**src/rtl/clps_pkg.sv**
```systemverilog
// constants, field layout and types of the camera link power supervisor
// assumes one 125 MHz system clock and a 32-bit APB register bus
package clps_pkg;

  localparam int NCONN = 3;
  localparam int TMR_W = 11;
  localparam int ST_W = 2;

  // ****************************************************************
  // register map: word index, byte address is four times the index
  // ****************************************************************
  localparam int CONN0_STAT_IDX = 104;
  localparam int CONN_STRIDE = 32;
  localparam int KIND_STAT = 0;
  localparam int KIND_TMR_A = 1;
  localparam int KIND_TMR_B = 2;
  localparam int KIND_NUM = 3;
  localparam int IRQ_STAT_IDX = 240;
  localparam int IRQ_MASK_IDX = 241;
  localparam int ADDR_W = 12;

  // ****************************************************************
  // status/control field positions
  // ****************************************************************
  localparam int POS_POWER = 0;
  localparam int POS_SENSE = 2;
  localparam int POS_HWDIS = 3;
  localparam int POS_OPEN = 5;
  localparam int POS_OC_LIVE = 6;
  localparam int POS_OC_STICKY = 7;
  localparam int POS_LOST = 9;
  localparam int POS_CLK = 10;
  localparam int POS_STATE = 11;
  localparam int POS_RETRY = 13;
  localparam int POS_SKIP = 14;
  localparam int POS_ENABLE = 15;
  localparam int POS_LO_FIELD = 0;
  localparam int POS_HI_FIELD = 16;

  // interrupt bits: two events per connector
  localparam int IRQ_W = 2 * NCONN;
  localparam int IRQ_OC = 0;
  localparam int IRQ_LOST = 1;

  // ****************************************************************
  // timing
  // ****************************************************************
  localparam int SYS_CLK_MHZ = 125;
  localparam int TICK_NS = 1000;
  localparam int TICK_CYC = (TICK_NS * SYS_CLK_MHZ + 999) / 1000;
  localparam int TICK_W = 8;
  localparam int CLK_LOSS_NS = 1000;
  localparam int CLK_LOSS_CYC = (CLK_LOSS_NS * SYS_CLK_MHZ) / 1000;
  localparam int LOSS_W = 8;

  // timer reset values, in ticks
  localparam logic [TMR_W-1:0] OFF_RST = 11'h064;
  localparam logic [TMR_W-1:0] SETTLE_RST = 11'h032;
  localparam logic [TMR_W-1:0] ON_RST = 11'h0c8;
  localparam logic [TMR_W-1:0] UNPLUG_RST = 11'h064;

  typedef enum logic [ST_W-1:0] {
    ST_OFF = 2'b00,
    ST_SENSE = 2'b01,
    ST_ON = 2'b10,
    ST_UNPLUG = 2'b11
  } clps_state_t;

  typedef struct packed {
    logic camera_present;
    logic overcurrent;
    logic open_circuit;
    logic hw_disable;
    logic link_clk;
  } clps_pins_t;

  typedef struct packed {
    logic overcurrent_auto_retry;
    logic sense_skip_test;
    logic power_delivery_enable;
    logic [TMR_W-1:0] off_interval;
    logic [TMR_W-1:0] settle_interval;
    logic [TMR_W-1:0] on_interval;
    logic [TMR_W-1:0] unplug_interval;
  } clps_cfg_t;

  typedef struct packed {
    logic power_applied_flag;
    logic sense_enabled_flag;
    logic hardware_disable_flag;
    logic open_circuit_flag;
    logic overcurrent_live_flag;
    logic overcurrent_sticky_flag;
    logic link_clock_lost_sticky;
    logic link_clock_present;
    logic [ST_W-1:0] power_fsm_state;
  } clps_status_t;

  localparam clps_cfg_t CFG_RST = '{
    overcurrent_auto_retry: 1'b0,
    sense_skip_test: 1'b0,
    power_delivery_enable: 1'b0,
    off_interval: OFF_RST,
    settle_interval: SETTLE_RST,
    on_interval: ON_RST,
    unplug_interval: UNPLUG_RST
  };

endpackage : clps_pkg

```
**src/rtl/clps_top.sv**
```systemverilog
// camera link power supervisor: APB registers, interrupts, one sequencer per connector
// assumes an APB master on sys_clk_i and asynchronous connector pins
//
// Decided for this implementation: the APB register port and the placing of the registers.
`timescale 1ns/1ns
// Behaviour
// (RQ1) status bit 0 reads one while camera supply power is on; read-only
// (RQ2) status bit 2 reads one while the presence sense is enabled
// (RQ3) bit 6 shows live over-current; bit 7 latches it sticky
// (RQ4) bit 9 latches sticky when the link pixel clock disappears
// (RQ5) bit 10 reads one while a link clock is being detected
// (RQ6) bits 12..11 show the power sequencer state
// (RQ7) bit 13 set restarts the sequence after over-current instead of halting
// (RQ8) bit 14 set skips the presence check and applies power directly
// (RQ9) bit 15 enables delivery; the sequencer runs only while it is set
// (RQ10) four 11-bit timing fields at bits 10..0 and 26..16 of two registers
// (RQ11) each connector has its own identical supervisor and register set
module clps_top
  import clps_pkg::*;
(
  input wire logic sys_clk_i,
  input wire logic nrst_i,
  input wire logic psel_i,
  input wire logic penable_i,
  input wire logic pwrite_i,
  input wire logic [31:0] paddr_i,
  input wire logic [31:0] pwdata_i,
  output logic [31:0] prdata_o,
  output logic pready_o,
  output logic pslverr_o,
  output logic irq_o,
  input wire clps_pins_t [NCONN-1:0] pins_i,
  output logic [NCONN-1:0] power_en_o,
  output logic [NCONN-1:0] sense_en_o
);

  // ****************************************************************
  // address decode
  // ****************************************************************
  function automatic logic [ADDR_W-1:0] reg_index(input int conn, input int kind);
    reg_index = ADDR_W'(CONN0_STAT_IDX + conn * CONN_STRIDE + kind);
  endfunction : reg_index

  function automatic logic [31:0] pack_status(input clps_status_t s, input clps_cfg_t c);
    logic [31:0] w;
    w = '0;
    w[POS_POWER] = s.power_applied_flag;
    w[POS_SENSE] = s.sense_enabled_flag;
    w[POS_HWDIS] = s.hardware_disable_flag;
    w[POS_OPEN] = s.open_circuit_flag;
    w[POS_OC_LIVE] = s.overcurrent_live_flag;
    w[POS_OC_STICKY] = s.overcurrent_sticky_flag;
    w[POS_LOST] = s.link_clock_lost_sticky;
    w[POS_CLK] = s.link_clock_present;
    w[POS_STATE +: ST_W] = s.power_fsm_state;
    w[POS_RETRY] = c.overcurrent_auto_retry;
    w[POS_SKIP] = c.sense_skip_test;
    w[POS_ENABLE] = c.power_delivery_enable;
    pack_status = w;
  endfunction : pack_status

  function automatic logic [31:0] pack_pair(input logic [TMR_W-1:0] lo,
                                            input logic [TMR_W-1:0] hi);
    logic [31:0] w;
    w = '0;
    w[POS_LO_FIELD +: TMR_W] = lo;
    w[POS_HI_FIELD +: TMR_W] = hi;
    pack_pair = w;
  endfunction : pack_pair

  // ****************************************************************
  // tick divider
  // ****************************************************************
  logic [TICK_W-1:0] tick_cnt_q, tick_cnt_d;
  logic tick_q, tick_d;

  always_comb
  begin
    tick_d = (tick_cnt_q == TICK_W'(TICK_CYC - 1));
    tick_cnt_d = tick_d ? '0 : tick_cnt_q + TICK_W'(1);
  end

  always_ff @(posedge sys_clk_i or negedge nrst_i)
  begin
    if (!nrst_i)
    begin
      tick_cnt_q <= '0;
      tick_q <= 1'b0;
    end
    else
    begin
      tick_cnt_q <= tick_cnt_d;
      tick_q <= tick_d;
    end
  end

  // ****************************************************************
  // connector supervisors
  // ****************************************************************
  clps_cfg_t [NCONN-1:0] cfg_q, cfg_d;
  clps_status_t [NCONN-1:0] status;
  logic [NCONN-1:0] sticky_clr;
  logic [NCONN-1:0] oc_event;
  logic [NCONN-1:0] lost_event;

  for (genvar g = 0; g < NCONN; g++)
  begin : g_conn
    clps_supervisor u_sup ( // (RQ11)
      .sys_clk_i(sys_clk_i),
      .nrst_i(nrst_i),
      .tick_i(tick_q),
      .sticky_clr_i(sticky_clr[g]),
      .cfg_i(cfg_q[g]),
      .pins_i(pins_i[g]),
      .status_o(status[g]),
      .power_en_o(power_en_o[g]),
      .sense_en_o(sense_en_o[g]),
      .oc_event_o(oc_event[g]),
      .lost_event_o(lost_event[g])
    );
  end

  // ****************************************************************
  // APB slave and registers
  // ****************************************************************
  logic pready_q, pready_d;
  logic pslverr_q, pslverr_d;
  logic [31:0] prdata_q, prdata_d;
  logic [IRQ_W-1:0] irq_stat_q, irq_stat_d;
  logic [IRQ_W-1:0] irq_mask_q, irq_mask_d;
  logic irq_q, irq_d;
  logic [ADDR_W-1:0] idx;
  logic hit;
  logic wr_en;
  logic [IRQ_W-1:0] irq_set;

  always_comb
  begin
    idx = paddr_i[ADDR_W+1:2];
    wr_en = psel_i && penable_i && pready_q && pwrite_i;
    pready_d = psel_i && penable_i && !pready_q;
    cfg_d = cfg_q;
    sticky_clr = '0;
    irq_mask_d = irq_mask_q;
    prdata_d = prdata_q;
    hit = 1'b0;
    for (int c = 0; c < NCONN; c++)
    begin
      irq_set[2 * c + IRQ_OC] = oc_event[c];
      irq_set[2 * c + IRQ_LOST] = lost_event[c];
    end
    irq_stat_d = irq_stat_q | irq_set;
    if (idx == ADDR_W'(IRQ_STAT_IDX))
    begin
      hit = 1'b1;
      prdata_d = 32'(irq_stat_q);
      if (wr_en)
      begin
        irq_stat_d = (irq_stat_q & ~pwdata_i[IRQ_W-1:0]) | irq_set;
      end
    end
    if (idx == ADDR_W'(IRQ_MASK_IDX))
    begin
      hit = 1'b1;
      prdata_d = 32'(irq_mask_q);
      if (wr_en)
      begin
        irq_mask_d = pwdata_i[IRQ_W-1:0];
      end
    end
    for (int c = 0; c < NCONN; c++)
    begin
      if (idx == reg_index(c, KIND_STAT))
      begin
        hit = 1'b1;
        prdata_d = pack_status(status[c], cfg_q[c]);
        if (wr_en)
        begin
          sticky_clr[c] = 1'b1;
          cfg_d[c].overcurrent_auto_retry = pwdata_i[POS_RETRY]; // (RQ7)
          cfg_d[c].sense_skip_test = pwdata_i[POS_SKIP]; // (RQ8)
          cfg_d[c].power_delivery_enable = pwdata_i[POS_ENABLE]; // (RQ9)
        end
      end
      if (idx == reg_index(c, KIND_TMR_A))
      begin
        hit = 1'b1;
        prdata_d = pack_pair(cfg_q[c].off_interval, cfg_q[c].settle_interval);
        if (wr_en)
        begin
          cfg_d[c].off_interval = pwdata_i[POS_LO_FIELD +: TMR_W]; // (RQ10)
          cfg_d[c].settle_interval = pwdata_i[POS_HI_FIELD +: TMR_W];
        end
      end
      if (idx == reg_index(c, KIND_TMR_B))
      begin
        hit = 1'b1;
        prdata_d = pack_pair(cfg_q[c].on_interval, cfg_q[c].unplug_interval);
        if (wr_en)
        begin
          cfg_d[c].on_interval = pwdata_i[POS_LO_FIELD +: TMR_W]; // (RQ10)
          cfg_d[c].unplug_interval = pwdata_i[POS_HI_FIELD +: TMR_W];
        end
      end
    end
    if (paddr_i[31:ADDR_W+2] != '0 || paddr_i[1:0] != 2'h0)
    begin
      hit = 1'b0;
    end
    if (!hit)
    begin
      prdata_d = '0;
    end
    if (!pready_d || pwrite_i)
    begin
      prdata_d = '0;
    end
    pslverr_d = pready_d && !hit;
    irq_d = |(irq_stat_d & irq_mask_d);
  end

  always_ff @(posedge sys_clk_i or negedge nrst_i)
  begin
    if (!nrst_i)
    begin
      cfg_q <= {NCONN{CFG_RST}};
      pready_q <= 1'b0;
      pslverr_q <= 1'b0;
      prdata_q <= '0;
      irq_stat_q <= '0;
      irq_mask_q <= '0;
      irq_q <= 1'b0;
    end
    else
    begin
      cfg_q <= cfg_d;
      pready_q <= pready_d;
      pslverr_q <= pslverr_d;
      prdata_q <= prdata_d;
      irq_stat_q <= irq_stat_d;
      irq_mask_q <= irq_mask_d;
      irq_q <= irq_d;
    end
  end

  assign prdata_o = prdata_q;
  assign pready_o = pready_q;
  assign pslverr_o = pslverr_q;
  assign irq_o = irq_q;

endmodule : clps_top

```
**src/rtl/clps_supervisor.sv**
```systemverilog
// one connector: pin synchronisers, link clock watch and power sequencer
// assumes pins are asynchronous and tick_i is a one-cycle 1 us enable
`timescale 1ns/1ns
module clps_supervisor
  import clps_pkg::*;
(
  input wire logic sys_clk_i,
  input wire logic nrst_i,
  input wire logic tick_i,
  input wire logic sticky_clr_i,
  input wire clps_cfg_t cfg_i,
  input wire clps_pins_t pins_i,
  output clps_status_t status_o,
  output logic power_en_o,
  output logic sense_en_o,
  output logic oc_event_o,
  output logic lost_event_o
);

  // ****************************************************************
  // synchronisers
  // ****************************************************************
  clps_pins_t meta_q;
  clps_pins_t sync_q;
  logic clk_prev_q;
  logic oc_prev_q;

  always_ff @(posedge sys_clk_i or negedge nrst_i)
  begin
    if (!nrst_i)
    begin
      meta_q <= '0;
      sync_q <= '0;
      clk_prev_q <= 1'b0;
      oc_prev_q <= 1'b0;
    end
    else
    begin
      meta_q <= pins_i;
      sync_q <= meta_q;
      clk_prev_q <= sync_q.link_clk;
      oc_prev_q <= sync_q.overcurrent;
    end
  end

  // ****************************************************************
  // link clock presence
  // ****************************************************************
  logic [LOSS_W-1:0] loss_cnt_q, loss_cnt_d;
  logic present_q, present_d;
  logic lost_q, lost_d;
  logic oc_sticky_q, oc_sticky_d;
  logic oc_ev_q, oc_ev_d;
  logic lost_ev_q, lost_ev_d;

  always_comb
  begin
    loss_cnt_d = loss_cnt_q;
    present_d = present_q;
    if (sync_q.link_clk != clk_prev_q)
    begin
      loss_cnt_d = '0;
      present_d = 1'b1;
    end
    else if (loss_cnt_q == LOSS_W'(CLK_LOSS_CYC - 1))
    begin
      present_d = 1'b0;
    end
    else
    begin
      loss_cnt_d = loss_cnt_q + LOSS_W'(1);
    end
    lost_ev_d = present_q && !present_d;
    oc_ev_d = sync_q.overcurrent && !oc_prev_q;
    lost_d = lost_ev_d || (lost_q && !sticky_clr_i); // (RQ4)
    oc_sticky_d = sync_q.overcurrent || (oc_sticky_q && !sticky_clr_i); // (RQ3)
  end

  always_ff @(posedge sys_clk_i or negedge nrst_i)
  begin
    if (!nrst_i)
    begin
      loss_cnt_q <= '0;
      present_q <= 1'b0;
      lost_q <= 1'b0;
      oc_sticky_q <= 1'b0;
      oc_ev_q <= 1'b0;
      lost_ev_q <= 1'b0;
    end
    else
    begin
      loss_cnt_q <= loss_cnt_d;
      present_q <= present_d;
      lost_q <= lost_d;
      oc_sticky_q <= oc_sticky_d;
      oc_ev_q <= oc_ev_d;
      lost_ev_q <= lost_ev_d;
    end
  end

  // ****************************************************************
  // power sequencer
  // ****************************************************************
  clps_state_t state_q, state_d;
  logic [TMR_W-1:0] timer_q, timer_d;
  logic halt_q, halt_d;
  logic power_q, power_d;
  logic sense_q, sense_d;
  logic run;
  logic expired;

  always_comb
  begin
    run = cfg_i.power_delivery_enable && !sync_q.hw_disable && !halt_q; // (RQ9)
    expired = (timer_q == '0);
    state_d = state_q;
    timer_d = (tick_i && !expired) ? timer_q - TMR_W'(1) : timer_q;
    halt_d = halt_q && cfg_i.power_delivery_enable;
    if (!run)
    begin
      state_d = ST_OFF;
      timer_d = cfg_i.off_interval;
    end
    else
    begin
      unique case (state_q)
        ST_OFF:
        begin
          if (expired)
          begin
            if (cfg_i.sense_skip_test)
            begin
              state_d = ST_ON; // (RQ8)
              timer_d = cfg_i.on_interval;
            end
            else
            begin
              state_d = ST_SENSE;
              timer_d = cfg_i.settle_interval; // (RQ10)
            end
          end
        end
        ST_SENSE:
        begin
          if (cfg_i.sense_skip_test)
          begin
            state_d = ST_ON; // (RQ8)
            timer_d = cfg_i.on_interval;
          end
          else if (!sync_q.camera_present)
          begin
            timer_d = cfg_i.settle_interval;
          end
          else if (expired)
          begin
            state_d = ST_ON;
            timer_d = cfg_i.on_interval; // (RQ10)
          end
        end
        ST_ON:
        begin
          if (sync_q.overcurrent)
          begin
            state_d = ST_OFF;
            timer_d = cfg_i.off_interval;
            halt_d = !cfg_i.overcurrent_auto_retry; // (RQ7)
          end
          else if (expired && sync_q.open_circuit && !cfg_i.sense_skip_test)
          begin
            state_d = ST_UNPLUG;
            timer_d = cfg_i.unplug_interval; // (RQ10)
          end
        end
        ST_UNPLUG:
        begin
          if (expired)
          begin
            state_d = ST_OFF;
            timer_d = cfg_i.off_interval;
          end
        end
      endcase
    end
    power_d = (state_d == ST_ON);
    sense_d = (state_d == ST_SENSE);
  end

  always_ff @(posedge sys_clk_i or negedge nrst_i)
  begin
    if (!nrst_i)
    begin
      state_q <= ST_OFF;
      timer_q <= OFF_RST;
      halt_q <= 1'b0;
      power_q <= 1'b0;
      sense_q <= 1'b0;
    end
    else
    begin
      state_q <= state_d;
      timer_q <= timer_d;
      halt_q <= halt_d;
      power_q <= power_d;
      sense_q <= sense_d;
    end
  end

  always_comb
  begin
    status_o.power_applied_flag = power_q; // (RQ1)
    status_o.sense_enabled_flag = sense_q; // (RQ2)
    status_o.hardware_disable_flag = sync_q.hw_disable;
    status_o.open_circuit_flag = sync_q.open_circuit;
    status_o.overcurrent_live_flag = sync_q.overcurrent; // (RQ3)
    status_o.overcurrent_sticky_flag = oc_sticky_q;
    status_o.link_clock_lost_sticky = lost_q;
    status_o.link_clock_present = present_q; // (RQ5)
    status_o.power_fsm_state = state_q; // (RQ6)
  end

  assign power_en_o = power_q;
  assign sense_en_o = sense_q;
  assign oc_event_o = oc_ev_q;
  assign lost_event_o = lost_ev_q;

endmodule : clps_supervisor

```
**config.mk**
```make
export PLATFORM = sky130hd
export DESIGN_NAME = clps_top
export DESIGN_NICKNAME = d
export VERILOG_FILES = /design/src/rtl/clps_pkg.sv /design/src/rtl/clps_top.sv /design/src/rtl/clps_supervisor.sv
export SDC_FILE = /design/constraint.sdc
export NUM_CORES = 1
export LEC_CHECK = 0
export BUFFER_PORTS_ARGS = -buffer_cell sky130_fd_sc_hd__buf_2
export CAP_MARGIN = 10
export CORE_UTILIZATION = 60
export CTS_BUF_LIST = sky130_fd_sc_hd__clkbuf_4
export DETAILED_ROUTE_END_ITERATION = 10
export PLACE_DENSITY_LB_ADDON = 0.25
export SLEW_MARGIN = 20
export SYNTH_ARGS = -nofsm -noshare
export SYNTH_HDL_FRONTEND = slang
export SYNTH_SLANG_ARGS = --single-unit
export TNS_END_PERCENT = 50
```
**constraint.sdc**
```tcl
create_clock -name sys_clk_i -period 8.2 [get_ports sys_clk_i]
set_input_delay 2.46 -clock sys_clk_i [delete_from_list [all_inputs] [get_ports sys_clk_i]]
set_output_delay 2.46 -clock sys_clk_i [all_outputs]
set_load 0.02 [all_outputs]
```
## After elaboration in Yosys (flattened, before gate mapping)

Index checks and enable logic that the tools add are counted.
Widths: inputs -> output; s select.

| storage, ports and cells | value |
|---|---|
| bits in registers | 320 |
| latch bits | 0 |
| memory bits (writable) | 0 |
| memory bits (read-only) | 0 |
| input port bits | 84 |
| output and inout bits | 41 |
| word-level logic and storage cells | 353 |
| memories | 0 |

| cells by class | value |
|---|---|
| add/sub/neg operators | 7 |
| $mul | 0 |
| divide/modulo/power cells | 0 |
| $lt $le $gt $ge | 0 |
| equal/unequal tests | 37 |
| shift-type cells | 0 |
| muxes and demuxes | 118 |
| bitwise logic cells | 5 |
| reductions and logical operators | 88 |

Operator list:

| cell | count |
|---|---|
| $mux 32 | 13 |
| $mux 11 | 30 |
| $pmux 11 s4 | 3 |
| $eq 12x8->1 const B | 8 |
| $mux 8 | 7 |
| $mux 2 | 27 |
| $eq 12x7->1 const B | 3 |
| $logic_and 1x1->1 | 35 |
| $logic_not 11->1 | 3 |
| $sub 11x1->11 const B | 3 |
| $add 8x1->8 const B | 4 |
| $eq 8x7->1 const B | 4 |
| $mux 1 | 31 |
| $logic_not 1->1 | 27 |
| $mux 6 | 4 |
| $pmux 2 s4 | 3 |
| $eq 2x2->1 const B | 9 |
| $reduce_and 2->1 | 9 |
| $reduce_bool 18->1 | 1 |
| $ne 13x1->1 const B | 1 |
| $and 6x6->6 | 2 |
| $eq 2x1->1 const B | 6 |
| $or 6x6->6 | 2 |
| $logic_or 1x1->1 | 8 |
| 6 further kinds | 12 |

## Longest topological paths before layout

| logic depth | value |
|---|---|
| word-level depth | 15 |
| depth in mapped cells | 11 |
| gate-level depth less buffers | 9 |

## Cells and area by module

From an unflattened synthesis, not the netlist that was laid out.

| second synthesis, totals | value |
|---|---|
| cells, all modules | 1881 |
| area total of the unflattened synthesis | 18360.1 um2 |

Modules (own cells, without submodules):

| module | instances | cells each | area each (um2) | sequential area each (um2) |
|---|---|---|---|---|
| clps_top | 1 | 780 | 9091.2 | 4849.7 |
| clps_supervisor at g_conn[1].u_sup ... | 2 | 371 | 3080.5 | 1029.7 |
| clps_supervisor at g_conn[0].u_sup | 1 | 359 | 3108.0 | 1029.7 |

## Least setup slack after synthesis

No wires, ideal clock.

| timing path | value |
|---|---|
| path kind | input to register |
| start point | in paddr_i[11] |
| end point | reg prdata_q[11] (netlist: prdata_o[11]) |
| library setup time | 0.078 ns |
| data arrival time | 4.589 ns |
| data required time | 8.122 ns |
| setup slack | 3.533 ns |
| stages | 8 |
| path buffers | 1 |
| cells stage by stage | or4_1 nor2_2 o211ai_1 a211o_1 or4_1 clkbuf_1 or3_1 a21oi_1 |

| on the way | value |
|---|---|
| word-level cells in the longest chain between the ends | 15 |
| elaborated cells on any way between the ends | 36 |
| those cells by class | 12 x eq/ne; 24 x mux |

Ends and longest elaborated chain:

| what | line | source |
|---|---|---|
| start, declared | clps_top.sv:26 | `input wire logic [31:0] paddr_i,` |
| branches (longest 15 deep; another with $eq 12x8->1) | n/a |  |
| end signal, assigned | clps_top.sv:239 | `prdata_q <= prdata_d;` |
| end, declared | clps_top.sv:128 | `logic [31:0] prdata_q, prdata_d;` |

Parallel ways; which one is timed is not known.
A chain may end at the register's enable or synchronous reset.

## Worst setup path after layout

| timing path | value |
|---|---|
| start point | in paddr_i[11] |
| end point | reg prdata_q[0] (netlist: prdata_o[0]) |

The elaborated chain is that of the path after synthesis.

==> impl_results.md <==
* CORE AREA at 28,000 µm²
* Via-per-instance ratio at 6.84
* GRT Total Usage at 0.407
* PwrDens at approximately 170 nW/µm²
* HP Class: reg -> reg
* Top FF cell, synth: dfrtp_1
* Setup CP Type: in -> reg
* Syn Inst Count at around 1,800
* Die ar. at ~30,000 µm²
* Synth warn at 0
* WHS Endpoint: g_conn[2].u_sup.sync_q[4]$_DFF_PN0_
* Total congestion overflow at 0
* CTS sink cnt at 315
* FFs w/ async S/R, synth at 1.00
* Worst Setup Start Kind: input port
* CTS resizes at 0
* Die X at 172 µm
* DRT iter0 DRCs at 2,115
* Setup-failing EPs final at 0
* Mapped cell area at 17,300 µm²
* Pre-Repair DR Iteration Count at 6
* Worst EP arrival at 5.98 ns
* DP HPWL at 41.2 mm
* TNS Setup at 0 ns
* Placement Cell Area at 18,000 µm²
* CTS tree: yes
* Die Y at between 150 and 200 µm
* Drt drc at 0
* Global-route wire length before repair at 89.3 mm
* Sequential fraction of the synthesis area at 0.460
* CP required at 8.72 ns
* Post-CTS Setup Bufs at 0
* Area grow syn2layout at 11.0%
* Hold Violations, Final at 0
* Leading cell type in the layout, fill and taps excluded: dfrtp_1
* Rel. slew slack at 0.259
* Worst hold stages at 0
* Final WL at roughly 59 mm
* Final ANT Viol Nets at 0
* Most frequent cells in the layout: 270 x dfrtp_1, 175 x nor2_1, 147 x nand2_1, 147 x mux2_2, 144 x a21oi_1
* Port-buffer cells at around 110
* Max-slew violations at 0
* Max Clock Skew at 0.0440 ns
* Flop and latch count out of synthesis at 315
* Worst reg2reg path endpoint: g_conn[1].u_sup.sense_en_o$_DFF_PN0_
* Worst-path clk slew at 0.06 ns
* FMAX at 183 MHz
* CTS Root Cell: clkbuf_4
* Number of CTS-inserted buffers at between 80 and 90
* Tightest Pin Transition at 1.11 ns
* Hold_sp: g_conn[2].u_sup.meta_q[4]$_DFF_PN0_
* R2r worst-path depth at 6
* Tcrit/Tclk final at 0.665
* Final instance area at 19,200 µm²
* Vias in the first global route at 15,200
* Static Leak at 0.00840 µW
* EDFF count, synth at 0
* Crit-path max FO at 23
* Nets at between 2,000 and 2,500
* Routability Congestion at 0.997
* Fill cells at approximately 2,300
* FP Rows at 61
* Critical Path End Type: flip-flop
* Largest net degree at the start of global routing at 142
* Share of layout cells above drive strength 1 at 0.248
* Util after Layout at 0.684
* Htree depth at 3
* Status: finished, final reports clean
* Setup repair after global routing missed its margin: no
* Total power at 3190 µW
* Initial antenna violation count at 2
* Max-Cap Viols at 0
* VDD IR max at 0.131 mV
* I/O pin count at 125
* Maximum root-to-sink buffer count at 3
* Skew-Pair Late Insertion Delay at 0.73 ns
* Reg2reg setup slack at slightly below 5 ns
* Reg2reg start: g_conn[1].u_sup.timer_q[3]$_DFF_PN0_
* DR vias at 16,100
* Number of hold buffers added after cts at 0
* WL/cell at approximately 25 µm
* Minimum clock period after layout at 5.45 ns
* Avg Inst Size Synth at 9.55 µm²
* Initial core utilization at 0.616
* Synth cell types at 83
## flip-flops by register name, summed over array words and instances (netlist names), 6 cells and up
register and cells:
cfg_q 141, g_conn.u_sup.timer_q 33, prdata_o 27, g_conn.u_sup.loss_cnt_q 24
g_conn.u_sup.meta_q 15, g_conn.u_sup.status_o 9, tick_cnt_q 8, g_conn.u_sup.state_q 6
g_conn.u_sup.sync_q 6, irq_mask_q 6, irq_stat_q 6
## how the worst max path moves through the flow
stage	from	to	slack [ns]	depth (start not counted)
2_1_floorplan	paddr_i[11]	prdata_o[11]$_DFFE_PN0P_	3.53	8
3_3_place_gp	paddr_i[11]	prdata_o[13]$_DFFE_PN0P_	2.12	8
3_5_place_dp	paddr_i[11]	prdata_o[15]$_DFFE_PN0P_	2.15	8
4_1_cts	paddr_i[11]	prdata_o[0]$_DFFE_PN0P_	2.89	7
5_1_grt	paddr_i[11]	prdata_o[11]$_DFFE_PN0P_	2.60	8
6_report	paddr_i[11]	prdata_o[0]$_DFFE_PN0P_	2.75	7
## stage by stage
step           hold slack [ns]  setup WS [ns]  std cells
2_1_floorplan            0.331           3.53       1811
3_3_place_gp             0.332           2.12       2205
3_5_place_dp             0.336           2.15       2206
4_1_cts                  0.336           2.89       2355
5_1_grt                  0.349           2.60       2357
6_report                 0.332           2.75       2357
## worst max-delay path, stage by stage
cell      delay, ns
buf_2          0.10
or4_1          0.59
nor2_2         0.53
o211ai_1       0.26
a211o_1        0.37
or4_1          0.90
nor4_1         0.73
## layout make-up
| cell class | count | area (µm²) | area share |
|---|---|---|---|
| diodes | 2 | 5.00 | 0.000261 |
| flip-flops and latches | 315 | 7940 | 0.414 |
| clock buffers | 128 | 961 | 0.0501 |
| repair buffers | 138 | 782 | 0.0408 |
| multi-input cells | 1339 | 8730 | 0.455 |
| well taps | 378 | 473 | 0.0247 |
| inverters | 36 | 135 | 0.00705 |
| clock inverters | 21 | 145 | 0.00757 |
## layer usage
metal / vias to the layer above / track usage / wire (µm)
li1: 6943 / - / -
met1: 7907 / 0.570 / 23500
met2: 1082 / 0.600 / 25600
met3: 192 / 0.0828 / 6400
met4: 0 / 0.204 / 3040
met5: - / 0 / 0
## report_power, final
part           internal, µW  switching (µW)
Combinational          42.1             117
Clock                   774             668
Sequential             1570            19.8
## cell usage after synthesis (26+ instances only)
master | instances | share of area
a22oi_1 | 36 | 0.016
dfrtp_1 | 270 | 0.39
nor3_1 | 50 | 0.014
a21oi_1 | 144 | 0.042
mux2_2 | 147 | 0.096
inv_1 | 34 | 0.0074
nor2_1 | 178 | 0.039
o22ai_1 | 26 | 0.0094
clkbuf_1 | 84 | 0.018
nand3_1 | 35 | 0.010
mux2i_1 | 31 | 0.018
o21ai_0 | 107 | 0.031
dfstp_2 | 45 | 0.068
nand2_1 | 147 | 0.032
## cells by family after synthesis
logic type / Yosys count / share of synthesized area
AND/OR/NAND/NOR: 579 / 0.161
buffers and inverters: 157 / 0.0374
multiplexers: 181 / 0.116
AO/OA/AOI/OAI: 526 / 0.199
adder cells (fa/ha/maj): 11 / 0.00797
other: 1 / 0.000217
flip-flops: 315 / 0.460
XOR/XNOR: 37 / 0.0188
No activity file was read; power rests on OpenSTA's default activity.
